**src/core/dcs_pkg.sv**
```systemverilog
package dcs_pkg;

  // ==========================================================
  // widths
  localparam int unsigned DATA_W = 32;
  localparam int unsigned ADDR_W = 8;
  localparam int unsigned CODE_W = 12;
  localparam int unsigned HZ_W   = 7;
  localparam int unsigned SEC_W  = 8;
  localparam int unsigned PROD_W = 20;

  // ==========================================================
  // register offsets (byte addresses)
  localparam logic [ADDR_W-1:0] OFS_CTRL   = 8'h00;
  localparam logic [ADDR_W-1:0] OFS_MINF   = 8'h04;
  localparam logic [ADDR_W-1:0] OFS_ACCEL  = 8'h08;
  localparam logic [ADDR_W-1:0] OFS_DECEL  = 8'h0C;
  localparam logic [ADDR_W-1:0] OFS_STATUS = 8'h10;

  // ==========================================================
  // control register fields
  localparam int unsigned CTRL_SCHEME_LSB = 0;
  localparam int unsigned CTRL_SCHEME_W   = 4;
  localparam int unsigned CTRL_MANUAL_BIT = 4;
  localparam int unsigned CTRL_KEYRUN_BIT = 5;
  localparam int unsigned CTRL_COAST_BIT  = 6;

  // ==========================================================
  // status register fields
  localparam int unsigned ST_RUN_BIT      = 0;
  localparam int unsigned ST_PFAIL_BIT    = 1;
  localparam int unsigned ST_BFAIL_BIT    = 2;
  localparam int unsigned ST_BACKUP_BIT   = 3;
  localparam int unsigned ST_INVALID_BIT  = 4;
  localparam int unsigned ST_FAILOVER_BIT = 5;
  localparam int unsigned ST_MODE_LSB     = 8;
  localparam int unsigned ST_SETPT_LSB    = 12;
  localparam int unsigned ST_HOA_LSB      = 14;

  // ==========================================================
  // reset values and limits
  localparam logic [CTRL_SCHEME_W-1:0] SCHEME_RST = 4'h0;
  localparam logic [CTRL_SCHEME_W-1:0] SCHEME_MAX = 4'h8;
  localparam logic [HZ_W-1:0]          MINF_RST   = 7'h1E;
  localparam logic [HZ_W-1:0]          MINF_FLOOR = 7'h05;
  localparam logic [HZ_W-1:0]          MAXF_HZ    = 7'h3C;
  localparam logic [SEC_W-1:0]         ACCEL_RST  = 8'h0C;
  localparam logic [SEC_W-1:0]         DECEL_RST  = 8'h0C;

  // ==========================================================
  // analog code levels
  localparam logic [CODE_W-1:0] LOOP_LO_CODE = 12'h02AB;
  localparam logic [CODE_W-1:0] LOOP_HI_CODE = 12'h0D55;
  localparam logic [CODE_W-1:0] FAIL_LO_CODE = 12'h0255;
  localparam logic [CODE_W-1:0] FAIL_HI_CODE = 12'h0E00;
  localparam logic [CODE_W-1:0] VOLT_FULL    = 12'h0FFF;

  // ==========================================================
  // scheme codes
  localparam logic [CTRL_SCHEME_W-1:0] SCH_ONOFF   = 4'h0;
  localparam logic [CTRL_SCHEME_W-1:0] SCH_CP      = 4'h1;
  localparam logic [CTRL_SCHEME_W-1:0] SCH_CP_RED2 = 4'h2;
  localparam logic [CTRL_SCHEME_W-1:0] SCH_CP_RED4 = 4'h3;
  localparam logic [CTRL_SCHEME_W-1:0] SCH_SPD_I1  = 4'h4;
  localparam logic [CTRL_SCHEME_W-1:0] SCH_SPD_I2  = 4'h5;
  localparam logic [CTRL_SCHEME_W-1:0] SCH_SPD_POT = 4'h6;
  localparam logic [CTRL_SCHEME_W-1:0] SCH_HOA     = 4'h7;
  localparam logic [CTRL_SCHEME_W-1:0] SCH_SWAP    = 4'h8;

  // ==========================================================
  // types
  typedef enum logic [3:0] {
    MODE_HOLD  = 4'b0001,
    MODE_ONOFF = 4'b0010,
    MODE_CP    = 4'b0100,
    MODE_SPEED = 4'b1000
  } dcs_mode_t;

  typedef enum logic [1:0] {
    SRC_PRIMARY = 2'b00,
    SRC_BACKUP  = 2'b01,
    SRC_VOLTAGE = 2'b10
  } dcs_src_t;

  typedef enum logic [1:0] {
    HOA_OFF  = 2'b00,
    HOA_HAND = 2'b01,
    HOA_AUTO = 2'b10
  } dcs_hoa_t;

  typedef struct packed {
    logic d;
    logic c;
    logic b;
    logic a;
  } dcs_contacts_t;

  typedef struct packed {
    logic       coast;
    logic       key_run;
    logic       manual;
    logic [3:0] scheme;
  } dcs_ctrl_t;

endpackage : dcs_pkg

```
**src/core/dcs_top.sv**
```systemverilog
// The placing of the registers and the APB interface to the registers were left to the implementer.
`timescale 1ns/1ps
module dcs_top
  import dcs_pkg::*;
#(
  parameter logic [HZ_W-1:0] MAX_HZ = MAXF_HZ
) (
  // apb clock, reset, enable
  input  wire logic                 pclk,
  input  wire logic                 presetn,
  input  wire logic                 ce,
  // apb slave
  input  wire logic [ADDR_W-1:0]    paddr,
  input  wire logic                 psel,
  input  wire logic                 penable,
  input  wire logic                 pwrite,
  input  wire logic [DATA_W-1:0]    pwdata,
  input  wire logic [3:0]           pstrb,
  output logic                      pready,
  output logic [DATA_W-1:0]         prdata,
  output logic                      pslverr,
  // field contacts and analog codes
  input  wire dcs_contacts_t        field_contacts,
  input  wire logic [CODE_W-1:0]    primary_current_input,
  input  wire logic [CODE_W-1:0]    backup_current_input,
  input  wire logic [CODE_W-1:0]    voltage_input,
  // drive commands
  output logic                      run_cmd,
  output dcs_mode_t                 ctl_mode,
  output dcs_src_t                  feedback_src,
  output logic [1:0]                setpoint_idx,
  output logic [CODE_W-1:0]         speed_ref,
  output logic                      precharge_leadlag_en,
  output logic [SEC_W-1:0]          acceleration_ramp_duration,
  output logic [SEC_W-1:0]          decel_ramp_duration,
  output logic                      decel_ramp_en,
  output dcs_hoa_t                  hand_off_auto_switch,
  output logic                      primary_fail,
  output logic                      backup_fail,
  output logic                      failover_event
);

  // ==========================================================
  // contact synchronisers
  dcs_contacts_t meta_q;
  dcs_contacts_t cts_q;

  always_ff @(posedge pclk or negedge presetn) begin
    if (!presetn) begin
      meta_q <= '0;
      cts_q  <= '0;
    end else if (ce) begin
      meta_q <= field_contacts;
      cts_q  <= meta_q;
    end
  end

  // ==========================================================
  // registers
  dcs_ctrl_t         ctrl_q;
  logic [HZ_W-1:0]   minf_q;
  logic [SEC_W-1:0]  accel_q;
  logic [SEC_W-1:0]  decel_q;
  logic              failover_sticky_q;
  logic              backup_sel_q;

  logic setup_ph;
  logic wr_acc;
  logic hit;
  assign setup_ph = psel & ~penable;
  assign wr_acc   = psel & penable & pready & pwrite & pstrb[0];

  always_comb begin
    unique case (paddr)
      OFS_CTRL, OFS_MINF, OFS_ACCEL, OFS_DECEL, OFS_STATUS: hit = 1'b1;
      default:                                            hit = 1'b0;
    endcase
  end

  // ceiling at MAX_HZ keeps a full-range analog reference possible
  logic [HZ_W-1:0] minf_wr;
  always_comb begin
    minf_wr = pwdata[HZ_W-1:0];
    if (minf_wr < MINF_FLOOR) begin
      minf_wr = MINF_FLOOR;
    end else if (minf_wr > MAX_HZ) begin
      minf_wr = MAX_HZ;
    end
  end

  always_ff @(posedge pclk or negedge presetn) begin
    if (!presetn) begin
      ctrl_q <= '{coast: 1'b0, key_run: 1'b0, manual: 1'b0, scheme: SCHEME_RST};
    end else if (ce && wr_acc && paddr == OFS_CTRL) begin
      ctrl_q.scheme  <= pwdata[CTRL_SCHEME_LSB +: CTRL_SCHEME_W];
      ctrl_q.manual  <= pwdata[CTRL_MANUAL_BIT];
      ctrl_q.key_run <= pwdata[CTRL_KEYRUN_BIT];
      ctrl_q.coast   <= pwdata[CTRL_COAST_BIT];
    end
  end

  always_ff @(posedge pclk or negedge presetn) begin
    if (!presetn) begin
      minf_q  <= MINF_RST;
      accel_q <= ACCEL_RST;
      decel_q <= DECEL_RST;
    end else if (ce && wr_acc) begin
      if (paddr == OFS_MINF) begin
        minf_q <= minf_wr;
      end
      if (paddr == OFS_ACCEL) begin
        accel_q <= pwdata[SEC_W-1:0];
      end
      if (paddr == OFS_DECEL) begin
        decel_q <= pwdata[SEC_W-1:0];
      end
    end
  end

  // ==========================================================
  // sensor health and selection
  logic       p_bad;
  logic       b_bad;
  logic       sch_invalid;
  logic       redundant;
  logic       backup_sel_d;
  logic       fo_ev;
  assign p_bad       = (primary_current_input < FAIL_LO_CODE) | (primary_current_input > FAIL_HI_CODE);
  assign b_bad       = (backup_current_input < FAIL_LO_CODE) | (backup_current_input > FAIL_HI_CODE);
  assign sch_invalid = ctrl_q.scheme > SCHEME_MAX;
  assign redundant   = (ctrl_q.scheme == SCH_CP_RED2) | (ctrl_q.scheme == SCH_CP_RED4)
                     | (ctrl_q.scheme == SCH_SWAP);

  always_comb begin
    backup_sel_d = 1'b0;
    if (redundant && p_bad) begin
      backup_sel_d = 1'b1;
    end
    if (ctrl_q.scheme == SCH_SWAP && cts_q.c) begin
      backup_sel_d = 1'b1;
    end
  end

  // event only when health, not the swap contact, moved the loop
  assign fo_ev = backup_sel_d & ~backup_sel_q & redundant & p_bad;

  always_ff @(posedge pclk or negedge presetn) begin
    if (!presetn) begin
      backup_sel_q <= 1'b0;
    end else if (ce) begin
      backup_sel_q <= backup_sel_d;
    end
  end

  always_ff @(posedge pclk or negedge presetn) begin
    if (!presetn) begin
      failover_sticky_q <= 1'b0;
    end else if (ce) begin
      if (fo_ev) begin
        failover_sticky_q <= 1'b1;
      end else if (wr_acc && paddr == OFS_STATUS && pwdata[ST_FAILOVER_BIT]) begin
        failover_sticky_q <= 1'b0;
      end
    end
  end

  // ==========================================================
  // scheme decode
  dcs_mode_t  mode_d;
  dcs_src_t   src_d;
  logic       auto_run;
  logic [1:0] setpt_d;
  logic       cp_scheme;

  always_comb begin
    mode_d    = MODE_HOLD;
    src_d     = SRC_PRIMARY;
    auto_run  = 1'b0;
    setpt_d   = 2'b00;
    cp_scheme = 1'b0;
    unique case (ctrl_q.scheme)
      SCH_ONOFF: begin
        mode_d   = MODE_ONOFF;
        auto_run = cts_q.a & cts_q.b;
      end
      SCH_CP: begin
        mode_d    = MODE_CP;
        cp_scheme = 1'b1;
        auto_run  = cts_q.a & cts_q.b & ~p_bad;
      end
      SCH_CP_RED2: begin
        mode_d    = MODE_CP;
        cp_scheme = 1'b1;
        src_d     = backup_sel_q ? SRC_BACKUP : SRC_PRIMARY;
        setpt_d   = {1'b0, cts_q.c};
        auto_run  = cts_q.a & cts_q.b & ~(p_bad & b_bad);
      end
      SCH_CP_RED4: begin
        mode_d    = MODE_CP;
        cp_scheme = 1'b1;
        src_d     = backup_sel_q ? SRC_BACKUP : SRC_PRIMARY;
        setpt_d   = {cts_q.d, cts_q.c};
        auto_run  = cts_q.a & cts_q.b & ~(p_bad & b_bad);
      end
      SCH_SPD_I1: begin
        mode_d   = MODE_SPEED;
        src_d    = SRC_PRIMARY;
        auto_run = cts_q.a & cts_q.b;
      end
      SCH_SPD_I2: begin
        mode_d   = MODE_SPEED;
        src_d    = SRC_BACKUP;
        auto_run = cts_q.a & cts_q.b;
      end
      SCH_SPD_POT: begin
        mode_d   = MODE_SPEED;
        src_d    = SRC_VOLTAGE;
        auto_run = cts_q.a & cts_q.b;
      end
      SCH_HOA: begin
        cp_scheme = 1'b1;
        if (cts_q.c) begin
          mode_d   = MODE_SPEED;
          src_d    = SRC_VOLTAGE;
          auto_run = cts_q.a;
        end else begin
          mode_d   = MODE_CP;
          auto_run = cts_q.a & cts_q.b & ~p_bad;
        end
      end
      SCH_SWAP: begin
        mode_d    = MODE_CP;
        cp_scheme = 1'b1;
        src_d     = backup_sel_q ? SRC_BACKUP : SRC_PRIMARY;
        auto_run  = cts_q.a & cts_q.b & ~(p_bad & b_bad);
      end
      default: begin
        mode_d   = MODE_HOLD;
        auto_run = 1'b0;
      end
    endcase
  end

  // ==========================================================
  // speed reference with minimum-frequency gate
  logic [CODE_W-1:0] raw_code;
  logic [CODE_W-1:0] norm;
  logic [CODE_W-1:0] span;
  logic [PROD_W-1:0] lhs;
  logic [PROD_W-1:0] rhs;
  logic              above_min;

  always_comb begin
    unique case (src_d)
      SRC_BACKUP:  raw_code = backup_current_input;
      SRC_VOLTAGE: raw_code = voltage_input;
      default:     raw_code = primary_current_input;
    endcase
    if (src_d == SRC_VOLTAGE) begin
      norm = raw_code;
      span = VOLT_FULL;
    end else begin
      norm = (raw_code > LOOP_LO_CODE) ? CODE_W'(raw_code - LOOP_LO_CODE) : '0;
      span = CODE_W'(LOOP_HI_CODE - LOOP_LO_CODE);
      if (norm > span) begin
        norm = span;
      end
    end
  end

  // cross-multiplied to avoid a divider
  assign lhs       = PROD_W'(norm) * PROD_W'(MAX_HZ);
  assign rhs       = PROD_W'(minf_q) * PROD_W'(span);
  assign above_min = lhs >= rhs;

  // ==========================================================
  // outputs
  logic run_d;
  always_comb begin
    if (ctrl_q.manual) begin
      run_d = ctrl_q.key_run;
    end else if (mode_d == MODE_SPEED) begin
      run_d = auto_run & above_min;
    end else begin
      run_d = auto_run;
    end
  end

  always_ff @(posedge pclk or negedge presetn) begin
    if (!presetn) begin
      run_cmd      <= 1'b0;
      ctl_mode     <= MODE_ONOFF;
      feedback_src <= SRC_PRIMARY;
      setpoint_idx <= 2'b00;
      speed_ref    <= '0;
    end else if (ce) begin
      run_cmd      <= run_d;
      ctl_mode     <= mode_d;
      feedback_src <= src_d;
      setpoint_idx <= setpt_d;
      speed_ref    <= (mode_d == MODE_SPEED && above_min) ? norm : '0;
    end
  end

  always_ff @(posedge pclk or negedge presetn) begin
    if (!presetn) begin
      precharge_leadlag_en       <= 1'b0;
      acceleration_ramp_duration <= ACCEL_RST;
      decel_ramp_duration        <= '0;
      decel_ramp_en              <= 1'b0;
    end else if (ce) begin
      precharge_leadlag_en       <= cp_scheme & ~sch_invalid;
      acceleration_ramp_duration <= accel_q;
      decel_ramp_en              <= ctrl_q.coast;
      decel_ramp_duration        <= ctrl_q.coast ? decel_q : '0;
    end
  end

  always_ff @(posedge pclk or negedge presetn) begin
    if (!presetn) begin
      hand_off_auto_switch <= HOA_OFF;
      primary_fail         <= 1'b0;
      backup_fail          <= 1'b0;
      failover_event       <= 1'b0;
    end else if (ce) begin
      hand_off_auto_switch <= !cts_q.a ? HOA_OFF : (cts_q.c ? HOA_HAND : HOA_AUTO);
      primary_fail         <= p_bad;
      backup_fail          <= b_bad;
      failover_event       <= fo_ev;
    end
  end

  // ==========================================================
  // apb read path, one access cycle, no wait states
  logic [DATA_W-1:0] rd_d;
  always_comb begin
    rd_d = '0;
    unique case (paddr)
      OFS_CTRL: begin
        rd_d[CTRL_SCHEME_LSB +: CTRL_SCHEME_W] = ctrl_q.scheme;
        rd_d[CTRL_MANUAL_BIT]                  = ctrl_q.manual;
        rd_d[CTRL_KEYRUN_BIT]                  = ctrl_q.key_run;
        rd_d[CTRL_COAST_BIT]                   = ctrl_q.coast;
      end
      OFS_MINF:  rd_d[HZ_W-1:0]  = minf_q;
      OFS_ACCEL: rd_d[SEC_W-1:0] = accel_q;
      OFS_DECEL: rd_d[SEC_W-1:0] = decel_q;
      OFS_STATUS: begin
        rd_d[ST_RUN_BIT]         = run_cmd;
        rd_d[ST_PFAIL_BIT]       = primary_fail;
        rd_d[ST_BFAIL_BIT]       = backup_fail;
        rd_d[ST_BACKUP_BIT]      = backup_sel_q;
        rd_d[ST_INVALID_BIT]     = sch_invalid;
        rd_d[ST_FAILOVER_BIT]    = failover_sticky_q;
        rd_d[ST_MODE_LSB +: 4]   = ctl_mode;
        rd_d[ST_SETPT_LSB +: 2]  = setpoint_idx;
        rd_d[ST_HOA_LSB +: 2]    = hand_off_auto_switch;
      end
      default: rd_d = '0;
    endcase
  end

  always_ff @(posedge pclk or negedge presetn) begin
    if (!presetn) begin
      pready  <= 1'b0;
      prdata  <= '0;
      pslverr <= 1'b0;
    end else if (ce) begin
      pready <= setup_ph;
      if (setup_ph) begin
        prdata  <= pwrite ? '0 : rd_d;
        pslverr <= ~hit;
      end
    end
  end

endmodule : dcs_top

```
**config.mk**
```make
export PLATFORM = sky130hd
export DESIGN_NAME = dcs_top
export DESIGN_NICKNAME = d
export VERILOG_FILES = /design/src/core/dcs_pkg.sv /design/src/core/dcs_top.sv
export SDC_FILE = /design/constraint.sdc
export NUM_CORES = 1
export LEC_CHECK = 0
export BUFFER_PORTS_ARGS = -buffer_cell sky130_fd_sc_hd__buf_2
export CAP_MARGIN = 20
export CORE_MARGIN = 2
export CORE_UTILIZATION = 56
export CTS_CLUSTER_DIAMETER = 80
export CTS_CLUSTER_SIZE = 12
export DETAILED_ROUTE_END_ITERATION = 10
export PLACE_DENSITY = 0.9
export SLEW_MARGIN = 0
export SYNTH_ARGS = -nofsm -noshare
export SYNTH_HDL_FRONTEND = slang
export SYNTH_SLANG_ARGS = --single-unit
```
**constraint.sdc**
```tcl
create_clock -name pclk -period 10.5 [get_ports pclk]
set_clock_uncertainty 0.15 [all_clocks]
set_input_delay 1.575 -clock pclk [delete_from_list [all_inputs] [get_ports pclk]]
set_output_delay 1.575 -clock pclk [all_outputs]
set_load 0.05 [all_outputs]
```
==> impl_summary.log, run 1 <==
[metrics] layout cell share with drive strength beyond 1: 21.77%
[metrics] # hold bufs at CTS: 0
[metrics] antenna diode instance count: 0
[metrics] portion of the post-synthesis area used by sequential elements: 29.21%
[metrics] TritonCTS clock tree: built
[metrics] area growth from synthesis to layout: 12.79%
[metrics] largest net degree at the start of global routing: 75
[metrics] endpoint kind of the worst setup timing path: register
[metrics] fraction of synthesis flops using an asynchronous set or reset pin: 100.0%
[metrics] endpoints failing setup: 0
[metrics] Wirelength per Cell: 16.81 um
[metrics] site row count: 45
[metrics] number of detailed-routing iterations run before antenna repair: 6
[metrics] dominant register cell in the synthesized netlist: sky130_fd_sc_hd__dfrtp_1
[metrics] Die Area: 16700 sq um
[metrics] startpoint kind of the worst setup timing path: register
[metrics] clock net sink count: 102
[metrics] total of warnings raised by yosys: 0
[metrics] Inst Count DP: 1255
[metrics] result of the run: finished clean
[metrics] total cell area at the placement stage: 9557 sq um
[metrics] Clock Latency Late Sink: 0.35 ns
[metrics] FF+latch count, synth: 102
[metrics] number of hold violations in the final report: 0
[metrics] post-route insts no fill: 1272
[metrics] final wirelength: 21390 um
[metrics] Max clock buf depth: 2
[metrics] post-synthesis average cell area: 9.355 sq um
[metrics] register clock-pin slew on the reported worst setup and hold paths: 0.07 ns
[metrics] critical path arrival: 9.98 ns
[metrics] met2 layer wire length in the routed design: 10350 um
[metrics] CP max stage cell: sky130_fd_sc_hd__or4_1
[metrics] number of global-route vias before repair: 7340
[metrics] Power per Cell Area: 134.8 nW/um^2
[metrics] detailed router's first-iteration violation count: 684
[metrics] global-route wire length before repair: 35360 um
[metrics] type of the tightest min-delay check: register to register
[metrics] final cell area excluding filler cells: 9908 sq um
[metrics] top fanout value on the critical path: 13
[metrics] proportion of power drawn by the clock network: 24.0%
[metrics] netlist area before placement: 8785 sq um
[metrics] routed via count: 7607
[metrics] maximum clock frequency: 0.1010 GHz
[metrics] Initial Util: 57.57%
[metrics] critical path class: register to register
[metrics] routed length on met1: 9037 um
[metrics] I/O pins: 168
[metrics] core area: 15260 sq um
[metrics] average via count per standard cell: 5.980
[metrics] clock root buffer master: sky130_fd_sc_hd__clkbuf_16
[metrics] count of filler cells inserted in the layout: 1163
[metrics] antenna-violating nets left: 0
[metrics] number of enable-type register cells in the synthesized netlist: 0
[metrics] met3 routed wirelength: 1420 um
[metrics] final number of max-transition violations: 0
[metrics] highest metal layer with signal wires: met4
[metrics] Total Routing Usage GR: 26.12%
[metrics] die extent in x: 129.2 um
[metrics] normalized max-slew margin: 32.86%
[metrics] sw power: 0.0005025 W
[metrics] slew at the pin with the worst max-slew slack: 0.9994 ns
[metrics] delay of the slowest cell on the worst path: 0.51 ns
[metrics] Worst EP required: 10.58 ns
[metrics] die span in y: 129.2 um
[metrics] CP most frequent cell: sky130_fd_sc_hd__a21oi_1
[metrics] GRT overflow: 0
[metrics] leakage power total: 4.961 nW
[metrics] unique cell type count in the Yosys netlist: 82
[metrics] final critical delay including setup and external delays: 9.900 ns
[metrics] H-Tree Depth: 3
[metrics] final weighted congestion in routability-driven placement: 0.9114
[metrics] fraction of power consumed by combinational cells: 45.2%
[metrics] post-synthesis instance total: 939
[metrics] fin util: 64.94%
[metrics] VDD IR max: 0.0001007 V
[metrics] Detail Placement HPWL: 16400 um
[metrics] fraction of power spent switching nets: 37.62%
[metrics] post-layout net count: 1266
[metrics] antenna violations before repair: 0
[metrics] number of buffers inserted by port buffering: 124
[metrics] crit path setup slack, layout: 0.6001 ns
[metrics] Total Neg Setup Slack: 0 ns
[metrics] Max-Cap Viols: 0
[metrics] number of remaining DRC errors: 0
[metrics] pre-CTS worst setup slack: 0.1535 ns
[metrics] period utilization: 94.29%
[metrics] Int Pwr: 0.0008331 W
[metrics] sequential fraction of design power: 30.8%
[metrics] total clock buffers created by CTS: 9
## critical path: cells and delay by family (launching register included)
family                     cells  cell delay [ns]
and+or+nand+nor               10             3.29
buffers and inverters          1             0.13
xor gates and xnor gates       1             0.23
DFF                            1             0.49
AOI/OAI and AO/OA             17             3.70
adders and majority gates      6             1.79
## power groups by stage
stage | logic [W] | registers [W] | clock network (W)
global route | 0.000701 | 0.000413 | 0.000336
detailed placement | 0.000590 | 0.000418 | 0
global placement | 0.000564 | 0.000418 | 0
floorplan | 0.000451 | 0.000434 | 0
finish | 0.000604 | 0.000411 | 0.000320
CTS | 0.000601 | 0.000411 | 0.000320
## cell families after synthesis
family          count (synthesis)  synth area share [%]
other cells                     1               0.04269
flops                         102                 29.21
buf+inv                       147                 7.378
xor+xnor                       33                 3.290
fa+ha+maj                     120                 20.68
mux                            50                 6.338
simple gates                  244                 13.66
compound gates                242                 19.40
## layer usage
layer | vias to the layer above | global-route usage [%]
li1 | 3531 | -
met1 | 3687 | 34.70
met2 | 333 | 44.15
met3 | 56 | 3.468
met4 | 0 | 9.015
met5 | - | 0
## flip-flops by register name, summed over array words and instances, names as in the netlist, 2 cells and up
register	cells
prdata	16
speed_ref	12
accel_q	8
acceleration_ramp_duration	8
decel_q	8
decel_ramp_duration	8
ctrl_q	7
minf_q	7
ctl_mode	4
cts_q	4
meta_q	4
feedback_src	2
hand_off_auto_switch	2
setpoint_idx	2
## final timing paths
kind	startpoint	endpoint	slack [ns]	cells past startpoint
hold / removal	pslverr	pslverr	0.33	2
min in group asynchronous	presetn	pready	1.05	1
setup reg to reg	ctrl_q[1]	speed_ref[4]	0.60	35
setup / recovery	ctrl_q[1]	speed_ref[4]	0.60	35
max in group asynchronous	presetn	speed_ref[9]	7.99	2
hold reg to reg	pslverr	pslverr	0.33	2
## stage by stage
step	total power, W	hold WS, ns
after floorplan	0.0008847	0.2955
after global placement	0.0009813	0.3049
after detailed placement	0.001009	0.3126
after CTS	0.001332	0.3284
after global routing	0.001449	0.3701
final	0.001336	0.3252
## layout make-up
class	instances	area, sq um	share of cell area, %
inverters	99	371.6	3.750
clock buffers	11	242.7	2.450
repair buffers	139	735.7	7.425
multi-input cells	705	5687	57.39
flip-flops and latches	102	2566	25.90
clock inverters	5	41.29	0.4167
well taps	211	264.0	2.664
## placed cells by master, fill, tap and decap left out, drive strengths merged, types with 24 or more instances in the layout
cell type  instances
o21ai             63
dfrtp             91
ha                78
inv              101
a21oi             51
mux2              35
nor2              54
nand2             70
nand3             26
fa                42
buf              139
xnor2             24
## synthesized netlist by cell type (all sizes together) (13+ instances only)
master	count	share of area, %
dfrtp	91	26
o21a	13	1.1
nor3	17	1.0
inv	99	4.2
a22o	13	1.3
buf	28	2.3
clkbuf	20	0.85
nand3	26	1.5
o21ai	63	3.7
mux2	35	4.5
ha	78	11
nand2	70	3.0
fa	42	9.6
xnor2	24	2.4
mux2i	14	1.6
a21oi	51	2.9
nor2	54	2.3
and2	14	1.0
## repair_timing
item / in CTS / in global routing
setup endpoints to repair: 0 / 13
setup buffers: 0 / 1
gates resized for setup: 0 / 12
No activity file was read; power rests on OpenSTA's default activity.
==> inputs of run 2 (changes only) <==
- clock period: 10.5 -> 10.9 ns (I/O delays scaled with it)
==> impl_summary.log, run 2 (same netlist as run 1, synthesis figures left out) <==
[metrics] # hold bufs at CTS: 0
[metrics] largest net degree at the start of global routing: 75
[metrics] normalized max-slew margin: 38.93%
[metrics] Worst EP required: 10.98 ns
[metrics] H-Tree Depth: 3
[metrics] die span in y: 129.2 um
[metrics] number of hold violations in the final report: 0
[metrics] fin util: 64.45%
[metrics] critical path class: register to register
[metrics] most frequent cells in the layout: sky130_fd_sc_hd__buf_2 (123), sky130_fd_sc_hd__inv_1 (97), sky130_fd_sc_hd__dfrtp_1 (91)
[metrics] number of global-route vias before repair: 7297
[metrics] Inst Count DP: 1247
[metrics] core area: 15260 sq um
[metrics] period utilization: 94.23%
[metrics] Clock Latency Late Sink: 0.35 ns
[metrics] layout cell share with drive strength beyond 1: 20.82%
[metrics] final wirelength: 21190 um
[metrics] max FFs per register: 16
[metrics] CP most frequent cell: sky130_fd_sc_hd__a21oi_1
[metrics] Largest Register: prdata
[metrics] antenna violations before repair: 0
[metrics] number of detailed-routing iterations run before antenna repair: 5
[metrics] I/O pins: 168
[metrics] antenna diode instance count: 0
[metrics] setup repair after global routing missed its margin: false
[metrics] buffers inserted during post-CTS setup optimization: 0
[metrics] routed via count: 7522
[metrics] Wirelength per Cell: 16.78 um
[metrics] number of buffers inserted by port buffering: 124
[metrics] final number of max-transition violations: 0
[metrics] Max-Cap Viols: 0
[metrics] maximum clock frequency: 0.09736 GHz
[metrics] detailed router's first-iteration violation count: 821
[metrics] post-layout net count: 1257
[metrics] slew at the pin with the worst max-slew slack: 0.9090 ns
[metrics] endpoints failing setup: 0
[metrics] Initial Util: 57.57%
[metrics] Detail Placement HPWL: 15970 um
[metrics] endpoint kind of the worst setup timing path: register
[metrics] delay of the slowest cell on the worst path: 0.53 ns
[metrics] top fanout value on the critical path: 24
[metrics] worst hold-check slack: 0.3263 ns
[metrics] Max clock buf depth: 2
[metrics] most common cell after layout, fill and taps aside: sky130_fd_sc_hd__buf_2
[metrics] Power per Cell Area: 133.1 nW/um^2
[metrics] type of the tightest min-delay check: register to register
[metrics] critical path arrival: 10.35 ns
[metrics] number of remaining DRC errors: 0
[metrics] register clock-pin slew on the reported worst setup and hold paths: 0.07 ns
[metrics] clock net sink count: 102
[metrics] TritonCTS clock tree: built
[metrics] leakage power total: 4.923 nW
[metrics] die extent in x: 129.2 um
[metrics] delay-heaviest family, CP: compound AO/OA/AOI/OAI gates
[metrics] clock root buffer master: sky130_fd_sc_hd__clkbuf_16
[metrics] final critical delay including setup and external delays: 10.27 ns
[metrics] antenna-violating nets left: 0
[metrics] area growth from synthesis to layout: 11.95%
[metrics] site row count: 45
[metrics] count of filler cells inserted in the layout: 1145
[metrics] result of the run: finished clean
[metrics] CP max stage cell: sky130_fd_sc_hd__or4_1
[metrics] average via count per standard cell: 5.956
[metrics] CP Buf/Inv Count: 2
[metrics] Total Neg Setup Slack: 0 ns
[metrics] startpoint kind of the worst setup timing path: register
[metrics] final weighted congestion in routability-driven placement: 0.9528
[metrics] total clock buffers created by CTS: 9
[metrics] registers with the highest flip-flop counts: prdata x16, speed_ref x12
[metrics] global-route wire length before repair: 35280 um
[metrics] GRT overflow: 0
[metrics] VDD IR max: 0.00008967 V
[metrics] total design power: 0.001309 W
[metrics] Die Area: 16700 sq um
[metrics] post-route insts no fill: 1263
[metrics] Total Routing Usage GR: 26.04%
-- run 2: worst min-delay path, cell delays in order (launching register included) --
cell and delay (ns):
sky130_fd_sc_hd__dfrtp_1 0.34, sky130_fd_sc_hd__nand2_1 0.05, sky130_fd_sc_hd__o31ai_1 0.05
-- run 2: layout make-up --
| type | count | area [sq um] | share of cell area, % |
|---|---|---|---|
| clock inverters | 4 | 53.80 | 0.5471 |
| inverters | 99 | 371.6 | 3.779 |
| clock buffers | 12 | 256.5 | 2.608 |
| flip-flops and latches | 102 | 2566 | 26.09 |
| well taps | 211 | 264.0 | 2.684 |
| multi-input cells | 705 | 5654 | 57.49 |
| repair buffers | 130 | 668.1 | 6.794 |
-- run 2: worst paths after layout --
path                       startpoint           end  slack [ns]  cells after the start
hold reg to reg               pslverr       pslverr        0.33                      2
min in group asynchronous     presetn    accel_q[7]        1.06                      1
setup / recovery            ctrl_q[1]  speed_ref[5]        0.63                     37
max in group asynchronous     presetn  speed_ref[8]        8.35                      2
setup reg to reg            ctrl_q[1]  speed_ref[5]        0.63                     37
hold / removal                pslverr       pslverr        0.33                      2
-- run 2: layer usage --
metal	GRT usage [%]	wire, um
met1	35.67	9092
met2	43.22	10070
met3	3.179	1388
met4	8.568	648
met5	0	0
-- run 2: repair_timing --
item,4_1_cts,5_1_grt
gates resized for setup,0,8
setup endpoints to repair,0,13
hold endpoints to repair,0,0
-- run 2: report_power, final --
group / internal (W) / switching, W
sequential: 0.000388 / 0.00000858
clock: 0.000191 / 0.000140
combinational: 0.000247 / 0.000334
total: 0.000826 / 0.000483
-- run 2: per-stage QoR --
stage	setup slack [ns]	cell area, sq um
after detailed placement	0.3666	9497
after global routing	0.06018	9834
after floorplan	1.589	8841
final	0.6290	9834
after CTS	0.3291	9807
after global placement	0.6212	9497
==> inputs of run 3 (changes only) <==
- PLACE_DENSITY: 0.9 -> 0.81
==> impl_summary.log, run 3 (same netlist as run 1, synthesis figures left out) <==
[metrics] setup repair after global routing missed its margin: false
[metrics] Total Routing Usage GR: 24.29%
[metrics] layout cell share with drive strength beyond 1: 20.72%
[metrics] most common cell after layout, fill and taps aside: sky130_fd_sc_hd__buf_2
[metrics] antenna diode instance count: 0
[metrics] Largest Register: prdata
[metrics] antenna violations before repair: 0
[metrics] final critical delay including setup and external delays: 10.26 ns
[metrics] number of detailed-routing iterations run before antenna repair: 5
[metrics] I/O pins: 168
[metrics] number of hold violations in the final report: 0
[metrics] number of global-route vias before repair: 6862
[metrics] Clock Latency Late Sink: 0.35 ns
[metrics] Max-Cap Viols: 0
[metrics] final cell area excluding filler cells: 9844 sq um
[metrics] period utilization: 94.12%
[metrics] final number of max-transition violations: 0
[metrics] Power per Cell Area: 133.0 nW/um^2
[metrics] clock root buffer master: sky130_fd_sc_hd__clkbuf_16
[metrics] count of filler cells inserted in the layout: 1244
[metrics] normalized max-slew margin: 35.31%
[metrics] final weighted congestion in routability-driven placement: 0.9197
[metrics] Critical Path End: speed_ref[3]
[metrics] Max clock buf depth: 2
[metrics] maximum clock frequency: 0.09747 GHz
[metrics] site row count: 45
[metrics] startpoint kind of the worst setup timing path: register
[metrics] GRT overflow: 0
[metrics] total clock buffers created by CTS: 9
[metrics] fin util: 64.52%
[metrics] origin of the critical flop-to-flop path: ctrl_q[1]
[metrics] critical path class: register to register
[metrics] type of the tightest min-delay check: register to register
[metrics] final wirelength: 19690 um
[metrics] antenna-violating nets left: 0
[metrics] TritonCTS clock tree: built
[metrics] # hold bufs at CTS: 0
[metrics] Die Area: 16700 sq um
[metrics] global-route wire length before repair: 32920 um
[metrics] endpoints failing setup: 0
[metrics] die extent in x: 129.2 um
[metrics] VDD IR max: 0.0001065 V
[metrics] average via count per standard cell: 5.786
[metrics] clock net sink count: 102
[metrics] result of the run: finished clean
[metrics] Initial Util: 57.57%
[metrics] Total Neg Setup Slack: 0 ns
[metrics] Crit. Startpoint: ctrl_q[1]
[metrics] number of buffers inserted by port buffering: 124
[metrics] total cell area at the placement stage: 9497 sq um
[metrics] largest net degree at the start of global routing: 79
[metrics] register-to-register setup slack: 0.64 ns
[metrics] slew at the pin with the worst max-slew slack: 0.9629 ns
[metrics] area growth from synthesis to layout: 12.06%
[metrics] CP max stage cell: sky130_fd_sc_hd__fa_1
[metrics] max FFs per register: 16
[metrics] detailed router's first-iteration violation count: 544
[metrics] endpoint kind of the worst setup timing path: register
[metrics] leakage power total: 4.934 nW
[metrics] die span in y: 129.2 um
[metrics] buffers inserted during post-CTS setup optimization: 0
[metrics] post-layout net count: 1257
[metrics] H-Tree Depth: 3
[metrics] routed via count: 7308
[metrics] Critical R2R Capture: speed_ref[3]
[metrics] register clock-pin slew on the reported worst setup and hold paths: 0.07 ns
[metrics] core area: 15260 sq um
[metrics] critical path arrival: 10.34 ns
[metrics] Wirelength per Cell: 15.59 um
[metrics] Worst EP required: 10.98 ns
[metrics] registers with the highest flip-flop counts: prdata x16, speed_ref x12
[metrics] Detail Placement HPWL: 15470 um
[metrics] number of remaining DRC errors: 0
[metrics] most frequent cells in the layout: sky130_fd_sc_hd__buf_2 (123), sky130_fd_sc_hd__inv_1 (97), sky130_fd_sc_hd__dfrtp_1 (91)
[metrics] cell depth of the worst flop-to-flop path: 34
[metrics] top fanout value on the critical path: 14
[metrics] delay of the slowest cell on the worst path: 0.55 ns
==> run 3: stage by stage <==
| step | hold WS, ns | std cells | total power, W | worst slack (ns) |
|---|---|---|---|---|
| final | 0.3304 | 1263 | 0.001309 | 0.6406 |
| after global routing | 0.3488 | 1263 | 0.001425 | 0.03218 |
| after CTS | 0.3284 | 1263 | 0.001316 | 0.4092 |
| after detailed placement | 0.3129 | 1247 | 0.0009585 | 0.4844 |
| after global placement | 0.3078 | 1247 | 0.0009446 | 0.6550 |
| after floorplan | 0.2955 | 954 | 0.0008522 | 1.589 |
==> run 3: final cells by class <==
cell class                 count  area (sq um)  share of cell area (%)
clock inverter                 6         100.1                   1.017
inverter                      99         371.6                   3.775
tap                          211         264.0                   2.682
timing repair buffer         130         668.1                   6.787
sequential                   102          2566                   26.07
clock buffer                  10         229.0                   2.326
multi-input combinational    705          5645                   57.35
==> run 3: timing repair <==
item / 4_1_cts / 5_1_grt
gates resized for setup: 0 / 6
endpoints found under the setup margin: 0 / 13
hold endpoints to repair: 0 / 0
==> run 3: worst max-delay path: cells and delay by family (launching register included) <==
| family | cells | cell delay, ns |
|---|---|---|
| xor gates and xnor gates | 1 | 0.16 |
| buffers and inverters | 2 | 0.19 |
| adders and majority gates | 6 | 2.21 |
| AOI/OAI and AO/OA | 15 | 3.68 |
| and+or+nand+nor | 10 | 3.26 |
| DFF | 1 | 0.48 |
==> run 3: power breakdown <==
part	switching (W)	total, W	internal [W]
sequential	0.00000815	0.000396	0.000388
clock	0.000147	0.000353	0.000206
combinational	0.000316	0.000561	0.000244
==> run 3: how the worst min path moves through the flow <==
| stage | from | end | slack (ns) | depth (start not counted) |
|---|---|---|---|---|
| after floorplan | failover_sticky_q | failover_sticky_q | 0.30 | 2 |
| after global placement | pslverr | pslverr | 0.31 | 2 |
| after detailed placement | pslverr | pslverr | 0.31 | 2 |
| after CTS | pslverr | pslverr | 0.33 | 2 |
| after global routing | pslverr | pslverr | 0.35 | 2 |
| final | pslverr | pslverr | 0.33 | 2 |
==> run 3: layer usage <==
| metal | global-route usage, % | vias to the layer above | part of all wire [%] |
|---|---|---|---|
| li1 | - | 3509 | - |
| met1 | 34.48 | 3539 | 46 |
| met2 | 39.81 | 235 | 47 |
| met3 | 2.808 | 25 | 5.9 |
| met4 | 6.330 | 0 | 1.4 |
| met5 | 0 | - | 0 |
